### src/fsps_regs.vh
`ifndef FSPS_REGS_VH
`define FSPS_REGS_VH
// ----------------------------------------------------------------
// Register map (word addresses, one per register)
// ----------------------------------------------------------------
`define FSPS_ADDR_CTRL      4'h0
`define FSPS_ADDR_PTR       4'h1
`define FSPS_ADDR_DATA      4'h2
`define FSPS_ADDR_STATUS    4'h3
`define FSPS_ADDR_STORE     4'h4
`define FSPS_ADDR_LOAD      4'h5
// ----------------------------------------------------------------
// Control register bits
// ----------------------------------------------------------------
`define FSPS_BIT_ENABLE     0
`define FSPS_BIT_ERASE      1
`define FSPS_BIT_WRITE      2
`define FSPS_BIT_LOCKRD     3
`define FSPS_BIT_RSE        4
`define FSPS_BIT_BUSY       6
// ----------------------------------------------------------------
// Command codes (low five control bits)
// ----------------------------------------------------------------
`define FSPS_CMD_ERASE      5'h03
`define FSPS_CMD_LOAD       5'h01
`define FSPS_CMD_WRITE      5'h05
`define FSPS_CMD_LOCKRD     5'h09
`define FSPS_CMD_RSE        5'h11
// ----------------------------------------------------------------
// Pointer selects for lock and fuse read
// ----------------------------------------------------------------
`define FSPS_SEL_FUSE_LO    16'h0000
`define FSPS_SEL_LOCK       16'h0001
`define FSPS_SEL_FUSE_EXT   16'h0002
`define FSPS_SEL_FUSE_HI    16'h0003
// ----------------------------------------------------------------
// Timing
// ----------------------------------------------------------------
`define FSPS_STORE_WIN      3'h4
`define FSPS_LOAD_WIN       3'h3
`define FSPS_PROG_TIME_NS   3700000
`define FSPS_CLK_NS         10
`define FSPS_PROG_CYC       ((`FSPS_PROG_TIME_NS + `FSPS_CLK_NS - 1) / `FSPS_CLK_NS)
`define FSPS_RST_CTRL       8'h00
`endif

### src/fsps_page_buf.v
`include "fsps_regs.vh"
// Temporary page buffer, flip-flop storage, random word order
module fsps_page_buf #(
   parameter WORDS = 32,
   parameter AW    = 5
) (
   // Clock and reset
   input  wire          ref_clk_i,
   input  wire          rst_n_i,
   // Write side
   input  wire          clear_i,
   input  wire          wr_i,
   input  wire [AW-1:0] wr_idx_i,
   input  wire [15:0]   wr_data_i,
   // Read side
   input  wire [AW-1:0] rd_idx_i,
   output wire [15:0]   rd_data_o,
   output wire          any_loaded_o
);
   reg [15:0]      mem_q [0:WORDS-1];
   reg [WORDS-1:0] vld_q;
   integer         k;

   // --------------------------------------------------------------
   // Storage; erased words read as all ones like blank flash
   // --------------------------------------------------------------
   always @(posedge ref_clk_i or negedge rst_n_i) begin
      if (!rst_n_i) begin
         vld_q <= {WORDS{1'b0}};
         for (k = 0; k < WORDS; k = k + 1) begin
            mem_q[k] <= 16'hFFFF;
         end
      end else if (clear_i) begin
         vld_q <= {WORDS{1'b0}};
         for (k = 0; k < WORDS; k = k + 1) begin
            mem_q[k] <= 16'hFFFF;
         end
      end else if (wr_i) begin
         mem_q[wr_idx_i] <= wr_data_i;
         vld_q[wr_idx_i] <= 1'b1;
      end
   end

   assign rd_data_o    = mem_q[rd_idx_i];
   assign any_loaded_o = |vld_q;
endmodule

### src/fsps_seq.v
// Decided for this implementation: the register offsets and the Avalon-MM interface to the registers.
`include "fsps_regs.vh"
module fsps_seq #(
   parameter WORD_BITS = 5,
   parameter PAGE_BITS = 7,
   parameter PROG_CYC  = `FSPS_PROG_CYC
) (
   // Clock and reset
   input  wire        ref_clk_i,
   input  wire        rst_n_i,
   // Avalon-MM slave
   input  wire [3:0]  avs_address,
   input  wire        avs_read,
   input  wire        avs_write,
   input  wire [31:0] avs_writedata,
   output reg  [31:0] avs_readdata,
   output wire        avs_waitrequest,
   // EEPROM write status (pin domain)
   input  wire        ee_busy_i,
   // Fuse and lock values, one means unprogrammed
   input  wire [7:0]  lock_bits_i,
   input  wire [7:0]  fuse_lo_i,
   input  wire [7:0]  fuse_hi_i,
   input  wire [7:0]  fuse_ext_i,
   // Program memory array port
   output reg         fl_erase_o,
   output reg         fl_prog_o,
   output reg  [PAGE_BITS-1:0] fl_page_o,
   output wire [WORD_BITS-1:0] fl_word_o,
   output wire [15:0] fl_wdata_o,
   output wire [PAGE_BITS+WORD_BITS-1:0] fl_raddr_o,
   input  wire [15:0] fl_rdata_i,
   // CPU halt
   output wire        cpu_halt_o
);
   localparam ST_IDLE  = 2'h0;
   localparam ST_ERASE = 2'h1;
   localparam ST_WRITE = 2'h2;
   localparam CW = 23;

   reg [1:0]  st_q;
   reg [7:0]  ctrl_q;
   reg [15:0] ptr_q;
   reg [15:0] data_q;
   reg [2:0]  win_q;
   reg [CW-1:0] cnt_q;
   reg [PAGE_BITS-1:0] page_q;
   reg        ee_s1_q;
   reg        ee_s2_q;
   reg        ee_d_q;
   reg        pending_q;
   // Power-up value only; never touched by reset so a write survives it
   reg        rst_seen_q = 1'b0;
   reg        ack_q;
   wire       acc;
   wire       wr_hit;
   wire       cmd_valid;
   wire       store_go;
   wire       load_go;
   wire       busy;
   wire       buf_clear;
   wire       buf_wr;
   wire       any_loaded;
   wire [15:0] buf_rd;

   // --------------------------------------------------------------
   // Helpers
   // --------------------------------------------------------------
   function [7:0] sel_byte;
      input [15:0] w;
      input        hi;
      begin
         sel_byte = hi ? w[15:8] : w[7:0];
      end
   endfunction

   function legal_cmd;
      input [4:0] c;
      begin
         legal_cmd = (c == `FSPS_CMD_ERASE) || (c == `FSPS_CMD_LOAD) ||
                     (c == `FSPS_CMD_WRITE) || (c == `FSPS_CMD_LOCKRD) ||
                     (c == `FSPS_CMD_RSE);
      end
   endfunction

   // --------------------------------------------------------------
   // EEPROM busy synchroniser
   // --------------------------------------------------------------
   always @(posedge ref_clk_i or negedge rst_n_i) begin
      if (!rst_n_i) begin
         ee_s1_q <= 1'b0;
         ee_s2_q <= 1'b0;
         ee_d_q  <= 1'b0;
      end else begin
         ee_s1_q <= ee_busy_i;
         ee_s2_q <= ee_s1_q;
         ee_d_q  <= ee_s2_q;
      end
   end

   // --------------------------------------------------------------
   // Bus handshake: one wait cycle, then acknowledge
   // --------------------------------------------------------------
   assign acc             = avs_read | avs_write;
   assign avs_waitrequest = acc & ~ack_q;
   assign wr_hit          = avs_write & ack_q;
   assign busy            = (st_q != ST_IDLE);

   always @(posedge ref_clk_i or negedge rst_n_i) begin
      if (!rst_n_i) begin
         ack_q <= 1'b0;
      end else begin
         ack_q <= acc & ~ack_q;
      end
   end

   assign cmd_valid = wr_hit && (avs_address == `FSPS_ADDR_CTRL) &&
                      legal_cmd(avs_writedata[4:0]) && !ee_s2_q && !busy;
   assign store_go  = wr_hit && (avs_address == `FSPS_ADDR_STORE) &&
                      ctrl_q[`FSPS_BIT_ENABLE] && (win_q != 3'h0) && !busy &&
                      !ee_s2_q;
   assign load_go   = avs_read && ack_q && (avs_address == `FSPS_ADDR_LOAD);

   // --------------------------------------------------------------
   // Pointer and data registers
   // --------------------------------------------------------------
   always @(posedge ref_clk_i or negedge rst_n_i) begin
      if (!rst_n_i) begin
         ptr_q  <= 16'h0000;
         data_q <= 16'h0000;
      end else if (wr_hit && !busy) begin
         if (avs_address == `FSPS_ADDR_PTR) begin
            ptr_q <= avs_writedata[15:0];
         end
         if (avs_address == `FSPS_ADDR_DATA) begin
            data_q <= avs_writedata[15:0];
         end
      end
   end

   // --------------------------------------------------------------
   // Control register, window and operation sequencer
   // --------------------------------------------------------------
   always @(posedge ref_clk_i or negedge rst_n_i) begin
      if (!rst_n_i) begin
         ctrl_q <= `FSPS_RST_CTRL;
         win_q  <= 3'h0;
      end else if (busy) begin
         if (st_q != ST_IDLE && cnt_q == {CW{1'b0}}) begin
            ctrl_q <= `FSPS_RST_CTRL;
         end
      end else if (cmd_valid) begin
         ctrl_q <= {3'h0, avs_writedata[4:0]};
         win_q  <= `FSPS_STORE_WIN;
      end else if (store_go) begin
         // long ops keep bits until done
         if (ctrl_q[4:0] != `FSPS_CMD_ERASE && ctrl_q[4:0] != `FSPS_CMD_WRITE) begin
            ctrl_q <= `FSPS_RST_CTRL;
         end
         win_q <= 3'h0;
      end else if (ctrl_q[`FSPS_BIT_LOCKRD] && load_go &&
                   (`FSPS_STORE_WIN - win_q) < `FSPS_LOAD_WIN) begin
         ctrl_q <= `FSPS_RST_CTRL;
         win_q  <= 3'h0;
      end else if (win_q != 3'h0) begin
         win_q <= win_q - 3'h1;
         if (win_q == 3'h1) begin
            ctrl_q <= `FSPS_RST_CTRL;
         end
      end
   end

   // op state kept through reset so the write completes
   always @(posedge ref_clk_i) begin
      if (!rst_seen_q) begin
         st_q       <= ST_IDLE;
         cnt_q      <= {CW{1'b0}};
         fl_erase_o <= 1'b0;
         fl_prog_o  <= 1'b0;
         page_q     <= {PAGE_BITS{1'b0}};
      end else if (st_q == ST_IDLE) begin
         if (store_go && ctrl_q[4:0] == `FSPS_CMD_ERASE) begin
            st_q       <= ST_ERASE;
            page_q     <= ptr_q[WORD_BITS+PAGE_BITS:WORD_BITS+1];
            cnt_q      <= PROG_CYC[CW-1:0] - {{(CW-1){1'b0}}, 1'b1};
            fl_erase_o <= 1'b1;
         end else if (store_go && ctrl_q[4:0] == `FSPS_CMD_WRITE) begin
            st_q      <= ST_WRITE;
            page_q    <= ptr_q[WORD_BITS+PAGE_BITS:WORD_BITS+1];
            cnt_q     <= PROG_CYC[CW-1:0] - {{(CW-1){1'b0}}, 1'b1};
            fl_prog_o <= 1'b1;
         end
      end else if (cnt_q == {CW{1'b0}}) begin
         st_q       <= ST_IDLE;
         fl_erase_o <= 1'b0;
         fl_prog_o  <= 1'b0;
      end else begin
         cnt_q <= cnt_q - {{(CW-1){1'b0}}, 1'b1};
      end
   end

   // First clock after power-up initialises the op state once
   always @(posedge ref_clk_i) begin
      rst_seen_q <= 1'b1;
   end

   always @* begin
      fl_page_o = page_q;
   end

   // halt CPU for erase and write
   assign cpu_halt_o = busy;

   // --------------------------------------------------------------
   // Page buffer control
   // --------------------------------------------------------------
   always @(posedge ref_clk_i or negedge rst_n_i) begin
      if (!rst_n_i) begin
         pending_q <= 1'b0;
      end else begin
         pending_q <= any_loaded;
      end
   end

   // load stores data word at word field
   assign buf_wr = store_go && (ctrl_q[4:0] == `FSPS_CMD_LOAD);
   // write done, section enable, EEPROM start while loading
   assign buf_clear = (st_q == ST_WRITE && cnt_q == {CW{1'b0}}) ||
                      (store_go && ctrl_q[4:0] == `FSPS_CMD_RSE) ||
                      (ee_s2_q && !ee_d_q && pending_q);

   fsps_page_buf #(
      .WORDS (1 << WORD_BITS),
      .AW    (WORD_BITS)
   ) u_buf (
      .ref_clk_i    (ref_clk_i),
      .rst_n_i      (rst_n_i),
      .clear_i      (buf_clear),
      .wr_i         (buf_wr),
      .wr_idx_i     (ptr_q[WORD_BITS:1]),
      .wr_data_i    (data_q),
      .rd_idx_i     (fl_word_o),
      .rd_data_o    (buf_rd),
      .any_loaded_o (any_loaded)
   );

   // buffer streamed by word index during write
   assign fl_word_o  = cnt_q[WORD_BITS-1:0];
   assign fl_wdata_o = buf_rd;
   assign fl_raddr_o = ptr_q[PAGE_BITS+WORD_BITS:1];

   // --------------------------------------------------------------
   // Read data mux
   // --------------------------------------------------------------
   always @(posedge ref_clk_i or negedge rst_n_i) begin
      if (!rst_n_i) begin
         avs_readdata <= 32'h00000000;
      end else if (avs_read && !ack_q) begin
         case (avs_address)
            `FSPS_ADDR_CTRL:   avs_readdata <= {24'h000000, ctrl_q};
            `FSPS_ADDR_PTR:    avs_readdata <= {16'h0000, ptr_q};
            `FSPS_ADDR_DATA:   avs_readdata <= {16'h0000, data_q};
            `FSPS_ADDR_STATUS: avs_readdata <= {30'h00000000, ee_s2_q, busy};
            `FSPS_ADDR_LOAD: begin
               if (ctrl_q[`FSPS_BIT_LOCKRD] && !ee_s2_q &&
                   (`FSPS_STORE_WIN - win_q) < `FSPS_LOAD_WIN) begin
                  case (ptr_q)
                     `FSPS_SEL_LOCK:     avs_readdata <= {24'h000000, lock_bits_i};
                     `FSPS_SEL_FUSE_LO:  avs_readdata <= {24'h000000, fuse_lo_i};
                     `FSPS_SEL_FUSE_HI:  avs_readdata <= {24'h000000, fuse_hi_i};
                     `FSPS_SEL_FUSE_EXT: avs_readdata <= {24'h000000, fuse_ext_i};
                     default:            avs_readdata <= 32'h000000FF;
                  endcase
               end else begin
                  avs_readdata <= {24'h000000, sel_byte(fl_rdata_i, ptr_q[0])};
               end
            end
            default: avs_readdata <= 32'h00000000;
         endcase
      end
   end
endmodule

### config.mk
export PLATFORM = sky130hd
export DESIGN_NAME = fsps_seq
export DESIGN_NICKNAME = d
export VERILOG_FILES = /design/src/fsps_page_buf.v /design/src/fsps_seq.v
export VERILOG_INCLUDE_DIRS = /design/src
export SDC_FILE = /design/constraint.sdc
export NUM_CORES = 2
export LEC_CHECK = 0
export BUFFER_PORTS_ARGS = -buffer_cell sky130_fd_sc_hd__buf_2
export CAP_MARGIN = 10
export CORE_MARGIN = 2
export CORE_UTILIZATION = 60
export CTS_BUF_LIST = sky130_fd_sc_hd__clkbuf_8
export CTS_CLUSTER_DIAMETER = 150
export DETAILED_ROUTE_END_ITERATION = 8
export HOLD_SLACK_MARGIN = 0.06
export PLACE_DENSITY = 0.81
export SKIP_LAST_GASP = 1
export SYNTH_ARGS = -nofsm -noshare
export SYNTH_HDL_FRONTEND = slang
export SYNTH_SLANG_ARGS = --single-unit
### constraint.sdc
create_clock -name ref_clk_i -period 9.1 [get_ports ref_clk_i]
set_clock_uncertainty 0.2 [all_clocks]
set_input_delay 0.91 -clock ref_clk_i [delete_from_list [all_inputs] [get_ports ref_clk_i]]
set_output_delay 0.91 -clock ref_clk_i [all_outputs]
set_load 0.01 [all_outputs]
==> impl_results.md <==
- Pin count of the biggest net entering global routing: 233
- Io pins: 165
- WP buf/inv: 3
- Post-synth EDFFs: 34
- RSZ-0062 raised after global routing: false
- Final period util: 57.99%
- CTS-repair resized insts: 0
- WHS: 0.1008 ns
- Ys flop type: dfstp_2
- CP Depth: 6
- H-Tree Depth: 3
- Die height: 235.5 µm
- Overall power: 5.376 mW
- Mapped Area: 32,150 µm²
- Main combinational cell family by area after synthesis: simple AND/OR/NAND/NOR gates
- Die area: 55,460 µm²
- Die Width: 235.5 µm
- TritonCTS clock tree: done
- Crit path capture type: output pin
- Iteration-0 DRC Markers: 3,302
- Avg Inst Size Synth: 10.18 µm²
- DP Cell Count: 3,735
- Yosys warns: 0
- CTS Buffer Depth: 3
- Post-synth cell types: 66
- DR pass1 iterations: 7
- FF+latch count, synth: 639
- Ys async rst share: 94.68%
- Grt total ovfl: 0
- Global-route wire length before repair: 138,900 µm
- GP Congestion: 0.9035
- Routed vias/inst: 6.330
- Final setup violating endpoints: 0
- Area grow syn2layout: 7.495%
- Final Non-Filler Cells: 3,926
- Compound-Gate Fraction of Synth Area: 3.323%
- Worst-margin pin slew: 1.266 ns
- Initial antenna violation count: 1
- Gate Count Post-Synth: 3,158
- Critical Path Max Stage Delay: 0.95 ns
- Routed len/inst: 22.72 µm
- Fin. Hold Viols: 0
- Share of layout cells above drive strength 1: 32.39%
- Dpl hpwl: 53,800 µm
- P per Cell Area: 155.5 nW/µm²
- Seq/Total Area, Yosys: 52.25%
- Worst r2r src: win_q[0]
- Worst-Skew Late Latency: 0.72 ns
- WP data required: 7.99 ns
- CTS root buffer: clkbuf_8
- Crit path from: cnt_q[3]
- Cell family with most CP delay: buffers and inverters
- Adder-cell share of the synthesized area: 0.2335%
- Fmax: 0.1895 GHz
- Simple-gate share of the synthesized area: 25.48%
- Clock-pin slew on the worst setup and hold paths: 0.06 ns
- Setup Fix Bufs, Post-CTS: 0
- Vias in the first global route: 25,125
- Worst VDD drop: 107.3 µV
- Critical path's slowest cell: a221oi_1
- Clk sinks: 639
- IO Port Bufs: 132
- Leak pwr: 15.30 nW
- Row count: 84
- Area of the core: 52,760 µm²
- Final #Nets: 3,247
- Num CTS Buffers: 101
- Area after DPL: 32,540 µm²
- R2r endpoint: u_buf.mem_q[226]
- DRC viols: 0
- Design area: 34,560 µm²
- Worst Setup EP: fl_wdata_o[1]
- CP dominant cell by count: buf_4
- Starting density of the core: 60.94%
- Mux contribution to synthesized area: 12.91%
- Reg2reg setup slack: 4.51 ns
- Final wirelength: 89,180 µm
- Max Cap Violations: 0
- Worst hold path class: in2async
- Post-synthesis xor/xnor area fraction: 0.4358%
- Setup tns final: 0 ns
- Critical path class: reg2out
- Gr usage total: 32.25%
- Startpoint types: register
- Final max-slew violation count: 0
- Worst relative slew slack: 14.97%
- CP Cell Sequence: buf_4, buf_4, mux2i_1, a22o_1, a221oi_1, buf_2
- Min Tclk post-route: 5.277 ns
- Worst R2R Path Depth: 8
- Vias: 24,850
- Crit Path Max Fanout: 43
- Antenna-violating nets left: 0
- Status: complete, no violations
- Crit path arrival time: 4.17 ns
- Cts hold-fix bufs: 0
[routing by layer]
metal	vias up	routed length, µm	GRT usage, %	part of all wire (%)
met5	-	0	0	0
met4	0	4218	15.87	4.7
met3	240	9848	8.220	11
met2	1466	41940	51.08	47
met1	12321	33180	41.63	37
li1	10823	-	-	-
[cell type report]
cell class              count  area [µm²]
diodes                      2       5.005
clock buffers             124        1707
clock inverters            63       289.0
fillers                  3926       18200
inverters                  14       52.55
multi-input cells        2214       13710
flip-flops and latches    639       16800
well taps                 688       860.8
repair buffers            182        1141
[stage by stage]
step	utilization [%]	setup WS (ns)
5_1_grt	65.50	3.872
2_1_floorplan	-	5.029
3_5_place_dp	61.67	4.427
3_3_place_gp	61.67	4.542
4_1_cts	65.46	4.131
6_report	65.51	3.823
[cell usage after synthesis, types with 9 or more instances]
| cell | instances | area (µm²) |
|---|---|---|
| o21a_1 | 32 | 240.2 |
| inv_1 | 13 | 48.80 |
| buf_2 | 62 | 310.3 |
| nor2_1 | 36 | 135.1 |
| buf_6 | 36 | 405.4 |
| o21ai_0 | 17 | 85.08 |
| a22o_1 | 16 | 140.1 |
| nand2_1 | 1068 | 4009 |
| clkbuf_1 | 138 | 518.0 |
| nor3_2 | 9 | 90.09 |
| buf_1 | 24 | 90.09 |
| edfxtp_1 | 34 | 1021 |
| xor2_1 | 14 | 122.6 |
| a22oi_1 | 17 | 127.6 |
| mux2_2 | 32 | 360.4 |
| dfrtp_1 | 93 | 2327 |
| nor4_1 | 13 | 81.33 |
| buf_4 | 46 | 345.3 |
| nor3_1 | 21 | 105.1 |
| a21oi_1 | 12 | 60.06 |
| mux2i_1 | 75 | 750.7 |
| mux4_2 | 135 | 3040 |
| nand3_1 | 550 | 2753 |
| dfstp_2 | 512 | 13450 |
| a221oi_1 | 19 | 166.4 |
| nor4_4 | 18 | 382.9 |
[worst register-to-register path: stages (launching register included)]
cell and delay (ns):
dfrtp_1 0.45, inv_1 0.10, ha_1 0.21, ha_1 0.24, nor4bb_1 0.53, and4b_1 1.12
nand3_1 1.14, nand2_1 0.35, nand3_1 0.12
[layout by cell type (no fill, tap or decap), types with 14 or more instances in the layout]
| master | netlist | routed |
|---|---|---|
| a22oi_1 | 17 | 17 |
| buf_4 | 46 | 42 |
| mux2i_1 | 75 | 75 |
| nor4_4 | 18 | 18 |
| nand3_1 | 550 | 550 |
| nand2_1 | 1068 | 1068 |
| o21a_1 | 32 | 32 |
| conb_1 | 1 | 16 |
| mux2_2 | 32 | 32 |
| dfstp_2 | 512 | 512 |
| a221oi_1 | 19 | 19 |
| mux4_2 | 135 | 135 |
| xor2_1 | 14 | 14 |
| edfxtp_1 | 34 | 34 |
| nor2_1 | 36 | 36 |
| inv_1 | 13 | 63 |
| nor3_1 | 21 | 21 |
| dfrtp_1 | 93 | 92 |
| o21ai_0 | 17 | 16 |
| a22o_1 | 16 | 16 |
| clkbuf_8 | 0 | 124 |
| buf_2 | 62 | 131 |
[flip-flops by register name, summed over array words and instances (netlist names), 5 cells and up]
name,flops
cnt_q,23
u_buf.mem_q,512
u_buf.vld_q,32
data_q,16
fl_page_o,7
ctrl_q,5
ptr_q,16
avs_readdata,16
[where the power goes]
group | switching (mW) | total [mW] | internal (mW) | leakage (nW)
combinational | 0.0783 | 0.103 | 0.0242 | 7.12
sequential | 0.00366 | 2.88 | 2.88 | 6.97
clock | 1.14 | 2.39 | 1.25 | 1.21
[how the worst min path moves through the flow]
stage / slack [ns] / cells past startpoint / endpoint
2_1_floorplan: 0.13 / 0 / ee_s2_q
3_3_place_gp: 0.14 / 0 / ee_s2_q
3_5_place_dp: 0.15 / 0 / ee_s2_q
4_1_cts: 0.07 / 1 / ee_s1_q
5_1_grt: 0.09 / 1 / ee_s1_q
6_report: 0.10 / 1 / u_buf.vld_q[20]
[kinds of logic after synthesis]
group	Yosys count
flip-flops	639
AO/OA/AOI/OAI	142
AND/OR/NAND/NOR	1792
other	1
multiplexers	242
adder cells (fa/ha/maj)	6
buffers and inverters	320
XOR/XNOR	16
Power figures use the tool's default switching activity.
